===== src/verilog/tcsac_defines.svh =====
`ifndef TCSAC_DEFINES_SVH
`define TCSAC_DEFINES_SVH

// ==========================================================
// register byte offsets
`define TCSAC_OFS_VEC 8'h00
`define TCSAC_OFS_CTL 8'h04
`define TCSAC_OFS_STS 8'h08
`define TCSAC_OFS_MSK 8'h0c
`define TCSAC_OFS_BASE 8'h10
`define TCSAC_OFS_STATE 8'h14

// ==========================================================
// field positions
`define TCSAC_EN_BIT 7
`define TCSAC_INTSEL_BIT 0
`define TCSAC_STS_SWEND_BIT 0
`define TCSAC_STS_PEREND_BIT 1
`define TCSAC_CHAIN_BIT 31
`define TCSAC_STS_W 2

// ==========================================================
// reset values
`define TCSAC_RST_VEC 8'h00
`define TCSAC_RST_CTL 1'b0
`define TCSAC_RST_STS 2'h0
`define TCSAC_RST_MSK 2'h0
`define TCSAC_RST_BASE 32'h0000_0000

// ==========================================================
// register information layout, byte steps
`define TCSAC_INFO_SRC 32'h0000_0004
`define TCSAC_INFO_DST 32'h0000_0008
`define TCSAC_INFO_SIZE 32'h0000_000c

`endif


===== src/verilog/tcsac_pkg.sv =====
package tcsac_pkg;

  // ==========================================================
  // engine states
  typedef enum logic [2:0] {
    ST_IDLE = 3'b000,
    ST_VEC = 3'b001,
    ST_MODE = 3'b010,
    ST_SRC = 3'b011,
    ST_DST = 3'b100,
    ST_RD = 3'b101,
    ST_WR = 3'b110,
    ST_DONE = 3'b111
  } tcsac_state_t;

  // ==========================================================
  // register index
  typedef enum logic [2:0] {
    RG_VEC = 3'b000,
    RG_CTL = 3'b001,
    RG_STS = 3'b010,
    RG_MSK = 3'b011,
    RG_BASE = 3'b100,
    RG_STATE = 3'b101,
    RG_NONE = 3'b111
  } tcsac_reg_t;

endpackage


===== src/verilog/tcsac_top.sv =====
// How it works
// The activation enable bit takes only a written 1; a written 0 is ignored.
// The vector number field changes on a write only while the enable bit is 0.
// Bit 7 of the vector register enables software activation when set.
// Writing 0 to the interrupt select bit after the end interrupt was raised clears the enable bit.
// Finishing the last transfer never clears the requesting peripheral's source flag.
// An activation reads the start address from its vector entry, then the first information set there.
// After each transfer a set chain bit fetches the next adjacent set and transfers again.
// The chain ends, and the activation with it, at a set whose chain bit is 0.
// After reset the enable bit and the vector number field are 0.
// A software activation picks its vector entry by the vector number field.
`include "tcsac_defines.svh"

module tcsac_top
  import tcsac_pkg::*;
(
  // clock and reset
  input wire logic pclk,
  input wire logic presetn,
  // apb slave
  input wire logic psel,
  input wire logic penable,
  input wire logic pwrite,
  input wire logic [7:0] paddr,
  input wire logic [31:0] pwdata,
  output logic [31:0] prdata,
  output logic pready,
  output logic pslverr,
  // peripheral activation
  input wire logic periph_req,
  input wire logic [6:0] periph_vec,
  output logic periph_ack,
  // memory master
  output logic mem_req,
  output logic mem_we,
  output logic [31:0] mem_addr,
  output logic [31:0] mem_wdata,
  input wire logic [31:0] mem_rdata,
  input wire logic mem_ack,
  // interrupt
  output logic irq
);

  // ==========================================================
  // address decode
  function automatic tcsac_reg_t reg_dec(input logic [7:0] a);
    case (a)
      `TCSAC_OFS_VEC: reg_dec = RG_VEC;
      `TCSAC_OFS_CTL: reg_dec = RG_CTL;
      `TCSAC_OFS_STS: reg_dec = RG_STS;
      `TCSAC_OFS_MSK: reg_dec = RG_MSK;
      `TCSAC_OFS_BASE: reg_dec = RG_BASE;
      `TCSAC_OFS_STATE: reg_dec = RG_STATE;
      default: reg_dec = RG_NONE;
    endcase
  endfunction

  tcsac_reg_t idx;
  logic rd_setup;
  logic wr_acc;
  logic [7:0] vec_r, vec_nxt;
  logic intsel_r, intsel_nxt;
  logic end_req_r, end_req_nxt;
  logic [`TCSAC_STS_W-1:0] sts_r, sts_nxt, msk_r, msk_nxt, sts_set;
  logic [31:0] base_r, base_nxt, prdata_r, prdata_nxt;
  logic clr_en;
  tcsac_state_t state_r, state_nxt;
  logic [31:0] addr_r, addr_nxt, info_r, info_nxt, src_r, src_nxt, wdata_r, wdata_nxt;
  logic we_r, we_nxt, chain_r, chain_nxt, sw_act_r, sw_act_nxt;

  assign idx = reg_dec(paddr);
  assign rd_setup = psel && !penable && !pwrite;
  assign wr_acc = psel && penable && pwrite && idx != RG_NONE;
  assign pready = 1'b1;
  assign pslverr = psel && penable && idx == RG_NONE;
  assign prdata = prdata_r;
  assign irq = |(sts_r & msk_r);
  assign clr_en = wr_acc && idx == RG_CTL && !pwdata[`TCSAC_INTSEL_BIT] && end_req_r;
  assign sts_set[`TCSAC_STS_SWEND_BIT] = state_r == ST_DONE && sw_act_r;
  assign sts_set[`TCSAC_STS_PEREND_BIT] = state_r == ST_DONE && !sw_act_r;

  // ==========================================================
  // register file
  always_comb
  begin
    vec_nxt = vec_r;
    intsel_nxt = intsel_r;
    end_req_nxt = end_req_r;
    sts_nxt = sts_r;
    msk_nxt = msk_r;
    base_nxt = base_r;
    prdata_nxt = prdata_r;
    if (rd_setup)
    begin
      case (idx)
        RG_VEC: prdata_nxt = {24'h00_0000, vec_r};
        RG_CTL: prdata_nxt = {31'h0000_0000, intsel_r};
        RG_STS: prdata_nxt = {30'h0000_0000, sts_r};
        RG_MSK: prdata_nxt = {30'h0000_0000, msk_r};
        RG_BASE: prdata_nxt = base_r;
        RG_STATE: prdata_nxt = {27'h000_0000, end_req_r, sw_act_r, state_r};
        default: prdata_nxt = 32'h0000_0000;
      endcase
    end
    if (clr_en)
    begin
      vec_nxt[`TCSAC_EN_BIT] = 1'b0;
      end_req_nxt = 1'b0;
    end
    if (wr_acc)
    begin
      case (idx)
        RG_VEC:
        begin
          if (!vec_r[`TCSAC_EN_BIT])
            vec_nxt[6:0] = pwdata[6:0];
          if (pwdata[`TCSAC_EN_BIT])
            vec_nxt[`TCSAC_EN_BIT] = 1'b1;
        end
        RG_CTL: intsel_nxt = pwdata[`TCSAC_INTSEL_BIT];
        RG_STS: sts_nxt = sts_r & ~pwdata[`TCSAC_STS_W-1:0];
        RG_MSK: msk_nxt = pwdata[`TCSAC_STS_W-1:0];
        RG_BASE: base_nxt = pwdata;
        default: ;
      endcase
    end
    // set wins over a same-cycle clear
    sts_nxt = sts_nxt | sts_set;
    if (sts_set[`TCSAC_STS_SWEND_BIT])
      end_req_nxt = 1'b1;
  end

  always_ff @(posedge pclk or negedge presetn)
  begin
    if (!presetn)
    begin
      vec_r <= `TCSAC_RST_VEC;
      intsel_r <= `TCSAC_RST_CTL;
      end_req_r <= 1'b0;
      sts_r <= `TCSAC_RST_STS;
      msk_r <= `TCSAC_RST_MSK;
      base_r <= `TCSAC_RST_BASE;
      prdata_r <= 32'h0000_0000;
    end
    else
    begin
      vec_r <= vec_nxt;
      intsel_r <= intsel_nxt;
      end_req_r <= end_req_nxt;
      sts_r <= sts_nxt;
      msk_r <= msk_nxt;
      base_r <= base_nxt;
      prdata_r <= prdata_nxt;
    end
  end

  // ==========================================================
  // transfer engine
  assign mem_req = state_r != ST_IDLE && state_r != ST_DONE;
  assign mem_we = we_r;
  assign mem_addr = addr_r;
  assign mem_wdata = wdata_r;
  // accept only; the source flag stays with the peripheral
  assign periph_ack = state_r == ST_IDLE && periph_req;

  always_comb
  begin
    state_nxt = state_r;
    addr_nxt = addr_r;
    info_nxt = info_r;
    src_nxt = src_r;
    wdata_nxt = wdata_r;
    we_nxt = we_r;
    chain_nxt = chain_r;
    sw_act_nxt = sw_act_r;
    unique case (state_r)
      ST_IDLE:
      begin
        if (periph_req)
        begin
          state_nxt = ST_VEC;
          sw_act_nxt = 1'b0;
          addr_nxt = base_r + {23'h00_0000, periph_vec, 2'b00};
        end
        else if (vec_r[`TCSAC_EN_BIT] && !end_req_r)
        begin
          state_nxt = ST_VEC;
          sw_act_nxt = 1'b1;
          addr_nxt = base_r + {23'h00_0000, vec_r[6:0], 2'b00};
        end
      end
      ST_VEC:
        if (mem_ack)
        begin
          info_nxt = mem_rdata;
          addr_nxt = mem_rdata;
          state_nxt = ST_MODE;
        end
      ST_MODE:
        if (mem_ack)
        begin
          chain_nxt = mem_rdata[`TCSAC_CHAIN_BIT];
          addr_nxt = info_r + `TCSAC_INFO_SRC;
          state_nxt = ST_SRC;
        end
      ST_SRC:
        if (mem_ack)
        begin
          src_nxt = mem_rdata;
          addr_nxt = info_r + `TCSAC_INFO_DST;
          state_nxt = ST_DST;
        end
      ST_DST:
        if (mem_ack)
        begin
          wdata_nxt = mem_rdata;
          addr_nxt = src_r;
          state_nxt = ST_RD;
        end
      ST_RD:
        if (mem_ack)
        begin
          addr_nxt = wdata_r;
          wdata_nxt = mem_rdata;
          we_nxt = 1'b1;
          state_nxt = ST_WR;
        end
      ST_WR:
        if (mem_ack)
        begin
          we_nxt = 1'b0;
          if (chain_r)
          begin
            info_nxt = info_r + `TCSAC_INFO_SIZE;
            addr_nxt = info_r + `TCSAC_INFO_SIZE;
            state_nxt = ST_MODE;
          end
          else
            state_nxt = ST_DONE;
        end
      ST_DONE: state_nxt = ST_IDLE;
    endcase
  end

  always_ff @(posedge pclk or negedge presetn)
  begin
    if (!presetn)
    begin
      state_r <= ST_IDLE;
      addr_r <= 32'h0000_0000;
      info_r <= 32'h0000_0000;
      src_r <= 32'h0000_0000;
      wdata_r <= 32'h0000_0000;
      we_r <= 1'b0;
      chain_r <= 1'b0;
      sw_act_r <= 1'b0;
    end
    else
    begin
      state_r <= state_nxt;
      addr_r <= addr_nxt;
      info_r <= info_nxt;
      src_r <= src_nxt;
      wdata_r <= wdata_nxt;
      we_r <= we_nxt;
      chain_r <= chain_nxt;
      sw_act_r <= sw_act_nxt;
    end
  end
endmodule // tcsac_top


===== config.mk =====
export PLATFORM = sky130hd
export DESIGN_NAME = tcsac_top
export DESIGN_NICKNAME = d
export VERILOG_FILES = /design/src/verilog/tcsac_pkg.sv /design/src/verilog/tcsac_top.sv
export VERILOG_INCLUDE_DIRS = /design/src /design/src/verilog
export SDC_FILE = /design/constraint.sdc
export NUM_CORES = 1
export LEC_CHECK = 0
export ABC_AREA = 0
export BUFFER_PORTS_ARGS = -buffer_cell sky130_fd_sc_hd__buf_2
export CORE_MARGIN = 5
export CORE_UTILIZATION = 43
export CTS_CLUSTER_DIAMETER = 60
export DETAILED_ROUTE_END_ITERATION = 6
export PLACE_DENSITY = 0.65
export SLEW_MARGIN = 20
export SYNTH_ARGS = -nofsm -noshare
export SYNTH_HDL_FRONTEND = slang
export SYNTH_SLANG_ARGS = --single-unit
export TNS_END_PERCENT = 100

===== constraint.sdc =====
create_clock -name pclk -period 2.75 [get_ports pclk]
set_input_delay 0.275 -clock pclk [delete_from_list [all_inputs] [get_ports pclk]]
set_output_delay 0.275 -clock pclk [all_outputs]
set_load 0.02 [all_outputs]

Yosys cells after proc, flatten, opt, wreduce, memory -nomap -nowiden
Cells that the tools add are included.
{"block": "word_totals", "register_bits": 212, "in_bits": 86, "output_inout_bits": 102, "wordCells": 133}
{"block": "classes", "addsub": 5, "eq_ne": 28, "mux": 37, "bitwise_logic": 5, "reduce_logical": 42}
{"operator": "two-way mux 32 bit", "n": 9}
{"operator": "one-hot mux 32 bit (7 select lines)", "n": 1}
{"operator": "one-hot mux 32 bit (6 select lines)", "n": 1}
{"operator": "adder 32 x 4 -> 32 bit, second input constant", "n": 2}
{"operator": "adder 32 x 9 -> 32 bit", "n": 2}
{"operator": "one-hot mux 32 bit (2 select lines)", "n": 1}
{"operator": "adder 32 x 3 -> 32 bit, second input constant", "n": 1}
{"operator": "two-way mux 3 bit", "n": 9}
{"operator": "one-hot mux 3 bit (8 select lines)", "n": 1}
{"operator": "== test 3 bit, second input constant", "n": 7}
{"operator": "one-hot mux 3 bit (6 select lines)", "n": 1}
{"operator": "== test 8 x 4 -> 1 bit, second input constant", "n": 2}
{"operator": "== test 8 x 5 -> 1 bit, second input constant", "n": 2}
{"operator": "two-way mux 8 bit", "n": 2}
{"operator": "logical AND 1 bit", "n": 14}
{"operator": "!= test 2 bit, second input constant", "n": 7}
{"operator": "AND reduction 2 bit", "n": 7}
{"operator": "== test 3 x 2 -> 1 bit, second input constant", "n": 4}
{"operator": "AND reduction 9 bit", "n": 1}
{"operator": "== test 8 x 3 -> 1 bit, second input constant", "n": 1}
{"operator": "zero test 8 bit", "n": 1}
{"operator": "two-way mux 1 bit", "n": 8}
{"operator": "nonzero test 2 bit", "n": 4}
{"operator": "two-way mux 7 bit", "n": 1}
{"operator": "other kinds (17)", "n": 28}

Depth between registers and ports, before layout
{"block": "depth", "ltp_word": 11, "ltp_mapped": 12, "mapped_depth_nobuf": 10}

Worst setup path after synthesis
Ideal clock, no wire load.
{"block": "synth_path", "path_type": "input -> register", "start": "input port periph_req", "end": "register addr_r[14], in the netlist mem_addr[14]", "setup_time_ns": 0.104, "arrival_time_ns": 2.925, "t_required_ns": 2.646, "setup_slack_ns": -0.279, "cell_stages": 12, "n_path_buf": 2, "cell_sequence": "clkbuf_1 -> mux2_2 -> ha_1 -> inv_1 -> fa_1 -> nand2b_1 -> a2111oi_2 -> nor2_1 -> clkbuf_1 -> or3_1 -> xor2_1 -> a221oi_1"}
{"block": "synth_between", "elab_chain_len": 2, "elab_cells_between_ends": 4, "cone_classes": "1 x eq/ne; 2 x mux; 1 x reduce/logical"}
{"element": "from (decl)", "line_no": "tcsac_top.sv:30", "source": "input wire logic periph_req,"}
{"element": "!= test 3 x 2 -> 1 bit (no line) or two-way mux 32 bit (tied branches)"}
{"element": "AND reduction 9 bit (no line) or one-hot mux 32 bit (7 select lines) (tied branches)"}
{"element": "to (signal assigned)", "line_no": "tcsac_top.sv:261", "source": "addr_r <= addr_nxt;"}
{"element": "to (decl)", "line_no": "tcsac_top.sv:68", "source": "logic [31:0] addr_r, addr_nxt, info_r, info_nxt, src_r, src_nxt, wdata_r, wdata_nxt;"}
Parallel ways exist; a longest one is shown, timed or not.
A chain may end at the register's enable or synchronous reset.

Worst setup path in the final report
{"block": "layout_path", "start": "register info_r[10]", "end": "register addr_r[31], in the netlist mem_addr[31]"}
{"block": "layout_between", "elab_chain_len": 4, "elab_cells_between_ends": 8, "cone_classes": "3 x add/sub; 5 x mux"}
{"element": "from (decl)", "line_no": "tcsac_top.sv:68"}
{"element": "from (signal assigned)", "line_no": "tcsac_top.sv:262", "source": "info_r <= info_nxt;"}
{"element": "adder 32 x 4 -> 32 bit (no line)"}
{"element": "two-way mux 32 bit", "line_no": "tcsac_top.sv:232", "source": "if (chain_r)"}
{"element": "two-way mux 32 bit", "line_no": "tcsac_top.sv:229", "source": "if (mem_ack)"}
{"element": "one-hot mux 32 bit (7 select lines) *", "line_no": "tcsac_top.sv:176", "source": "unique case (state_r)"}
Every way passes the cells marked *; elsewhere a longest branch is shown, timed or not. The select of a mux whose other input is x is not followed.

==> results by group <==
Outcome
  • Outcome: finished clean

Synth
  • Syn_nets: 1438
  • Library cells used by synthesis: 79
  • Sequential fraction of the synthesis area: 42.9%
  • Async S/R FF share, synth: 100%
  • Syn Std Cell Area: 12400 sq um
  • Main flop type after synthesis: dfrtp_1
  • Synthesized instance count: 1339
  • Post-synth EDFFs: 0
  • Synth Register Bits: about 210
  • Number of warnings issued by yosys: 0
  • Syn avg cell area: 9.23 sq um

Power
  • Overall power: 16.2 mW
  • Maximum VDD drop: ~0.42 mV
  • Pleak: ~7.1 nW
  • Cell Pwr Density: ~1000 nW/um^2

Clock network
  • Worst-path clk slew: 70 ps
  • Setup repair bufs after CTS: 0
  • Later-pin clock latency in the skew report: between 500 and 600 ps
  • Clk sink count: 212
  • Root Driver: clkbuf_16
  • CTS H-tree lvls: 1
  • CTS tree: built
  • Longest Clk Path Bufs: 3
  • Num CTS Buffers: 25

Finish
  • Non-Filler Instances: approximately 2.0k
  • Nets: about 1.7k
  • Final core utilization: 55.3%
  • Finished Cell Area: roughly 16000 sq um
  • Filler instances: 2655
  • Area grow syn2layout: 27.8%
  • Ratio of cells with drive above 1 in the final layout: 31.2%
  • N_diodes: 0

Floorplanning
  • I/O pin total: 188
  • Initial Utilization: 43.3%
  • Row count: between 60 and 70
  • Floorplan core area: between 20000 and 30000 sq um
  • Die Ht: approximately 180 microns
  • Die width: 180 microns
  • Die area: 32200 sq um

Setup path
  • Data arrival, critical path: 3070 ps
  • Worst Setup Start Kind: register
  • Crit path max fanout: 13
  • Crit Path Class: register to register
  • Crit path capture type: register
  • Worst EP required: 3140 ps

STA
  • Fmax achieved: 374 MHz
  • Min Tclk post-route: between 2000 and 3000 ps
  • Setup violators final: 0
  • Slew headroom: approximately 45%
  • Period utilisation layout: 97.2%
  • Fin. Hold Viols: 0
  • RSZ-0062 raised after global routing: no
  • Setup WS post-layout: 78.4 ps
  • Hold WS: 2.53 ps
  • Max Clock Skew: 28.6 ps
  • Worst Max-Slew Pin Slew: 815 ps
  • Pins over their slew limit: 0
  • Fin Setup TNS: 0 ps

Route
  • DRT Pass-1 Iters: 5
  • Final ANT Viol Nets: 0
  • WL/cell: around 22 microns
  • Post-DR vias/cell: 5.95
  • Final routed DRC violation total: 0
  • Initial drt markers: 1066
  • Vias post-DR: 12.0k
  • Routed wire length: roughly 45000 microns

Place
  • Placer Congestion: 0.953
  • Placed cell area: about 15000 sq um
  • Pre-CTS WS: -98.7 ps
  • PortBufs: 186
  • Placed Instances: between 1.5k and 2k
  • Post-DP HPWL: 32900 microns

GRT
  • First-pass GRT wire length: 70800 microns
  • Pin count of the biggest net entering global routing: 75
  • GRT overflow: 0
  • Number of global-route vias before repair: 12.1k
  • Total GRT Usage: 27.0%
  • Initial antenna violation count: 0

Worst hold path
  • Min-delay worst type: input pin to register

Run
  • Max cap viols: 0
==> critical path, stage by stage (launching register included) <==
cell and delay (ps):
dfrtp_1 530, nand4_1 210, buf_4 250, or2_2 430
o311ai_1 300, o31ai_1 130, a2111oi_1 370, buf_4 210
o22ai_1 80
==> path summary, 6_finish.rpt <==
path                                        startpoint                        to  slack, ps  cells after the start
worst max-delay path            info_r[10]$_DFFE_PN0P_  mem_addr[31]$_DFFE_PN0P_         80                      8
worst min-delay path                     mem_rdata[26]    info_r[26]$_DFFE_PN0P_          3                      3
worst max register to register  info_r[10]$_DFFE_PN0P_  mem_addr[31]$_DFFE_PN0P_         80                      8
worst min register to register  prdata[27]$_DFFE_PN0P_    prdata[27]$_DFFE_PN0P_        460                      2
max in group asynchronous                      presetn    info_r[19]$_DFFE_PN0P_       1620                      3
min in group asynchronous                      presetn    info_r[10]$_DFFE_PN0P_        310                      2
==> kinds of logic after synthesis <==
group / after synthesis / synth area share [%]
adders and majority gates: 13 / 1.38
DFF: 212 / 42.9
other: 1 / 0.0303
buffers and inverters: 135 / 4.27
xor gates and xnor gates: 44 / 3.12
and+or+nand+nor: 453 / 17.5
muxes: 142 / 12.6
AOI/OAI and AO/OA: 339 / 18.2
==> cells in the mapped netlist (12+ instances only) <==
cell type | count | area (sq um)
nor3_1 | 33 | 165
nor4_1 | 21 | 131
clkbuf_1 | 82 | 308
nor2_1 | 97 | 364
o31ai_1 | 12 | 90.1
o221ai_1 | 14 | 123
nand3_1 | 46 | 230
buf_2 | 13 | 65.1
mux2_2 | 112 | 1260
inv_1 | 26 | 97.6
mux2i_1 | 30 | 300
dfrtp_1 | 212 | 5310
nand2_1 | 164 | 616
a31oi_1 | 18 | 113
nand4_1 | 22 | 138
a21oi_1 | 69 | 345
ha_1 | 12 | 150
xnor2_1 | 34 | 298
a221o_1 | 14 | 140
or3_1 | 13 | 81.3
o21ai_0 | 91 | 455
a22oi_1 | 14 | 105
o22ai_1 | 15 | 93.8
==> state kept, by name, summed over array words and instances, names as in the netlist, 2 cells and up <==
| register | flops |
|---|---|
| vec_r | 8 |
| info_r | 32 |
| mem_addr | 32 |
| mem_wdata | 32 |
| msk_r | 2 |
| prdata | 32 |
| sts_r | 2 |
| src_r | 32 |
| state_r | 3 |
| base_r | 32 |
==> layout by cell type, fill, tap and decap left out, drive strengths merged, types with 11 or more instances in the layout <==
cell type	instances
o31ai	12
mux2	112
nor2	97
a31oi	18
dlygate4sd3	33
buf	332
a21oi	69
a22oi	14
mux2i	30
ha	12
dfrtp	212
nand4	24
o21ai	92
o22ai	15
o221ai	14
nor4	22
clkbuf	32
nor3	33
or3	13
inv	29
nand2b	11
nand2	164
nand3	46
a221o	14
xnor2	34
==> report_power, final <==
part           switching, mW  internal, mW  total, mW
clock network           1.41          1.93       3.34
logic                   4.75          3.13       7.89
registers              0.809          4.14       4.95
==> layout make-up <==
type / instances / area (sq um) / share of cell area [%]
clock buffers: 32 / 712 / 4.51
clock inverters: 13 / 109 / 0.689
inverters: 27 / 101 / 0.642
multi-input cells: 992 / 6600 / 41.8
flip-flops and latches: 212 / 5310 / 33.6
well taps: 384 / 480 / 3.04
repair buffers: 365 / 2480 / 15.7
==> layer usage <==
metal | up-vias | wire length (microns) | GRT usage [%]
met5 | - | 0 | 0
met4 | 0 | 1130 | 6.40
met3 | 88 | 3610 | 5.60
met2 | 487 | 20700 | 44.3
met1 | 5957 | 19400 | 37.1
li1 | 5517 | - | -
==> what timing repair did <==
action,in CTS,in global routing
hold endpoints to repair,105,0
setup endpoints to repair,0,6
hold buffers,33,0
gates resized for setup,0,9
No activity file was read; power rests on OpenSTA's default activity.
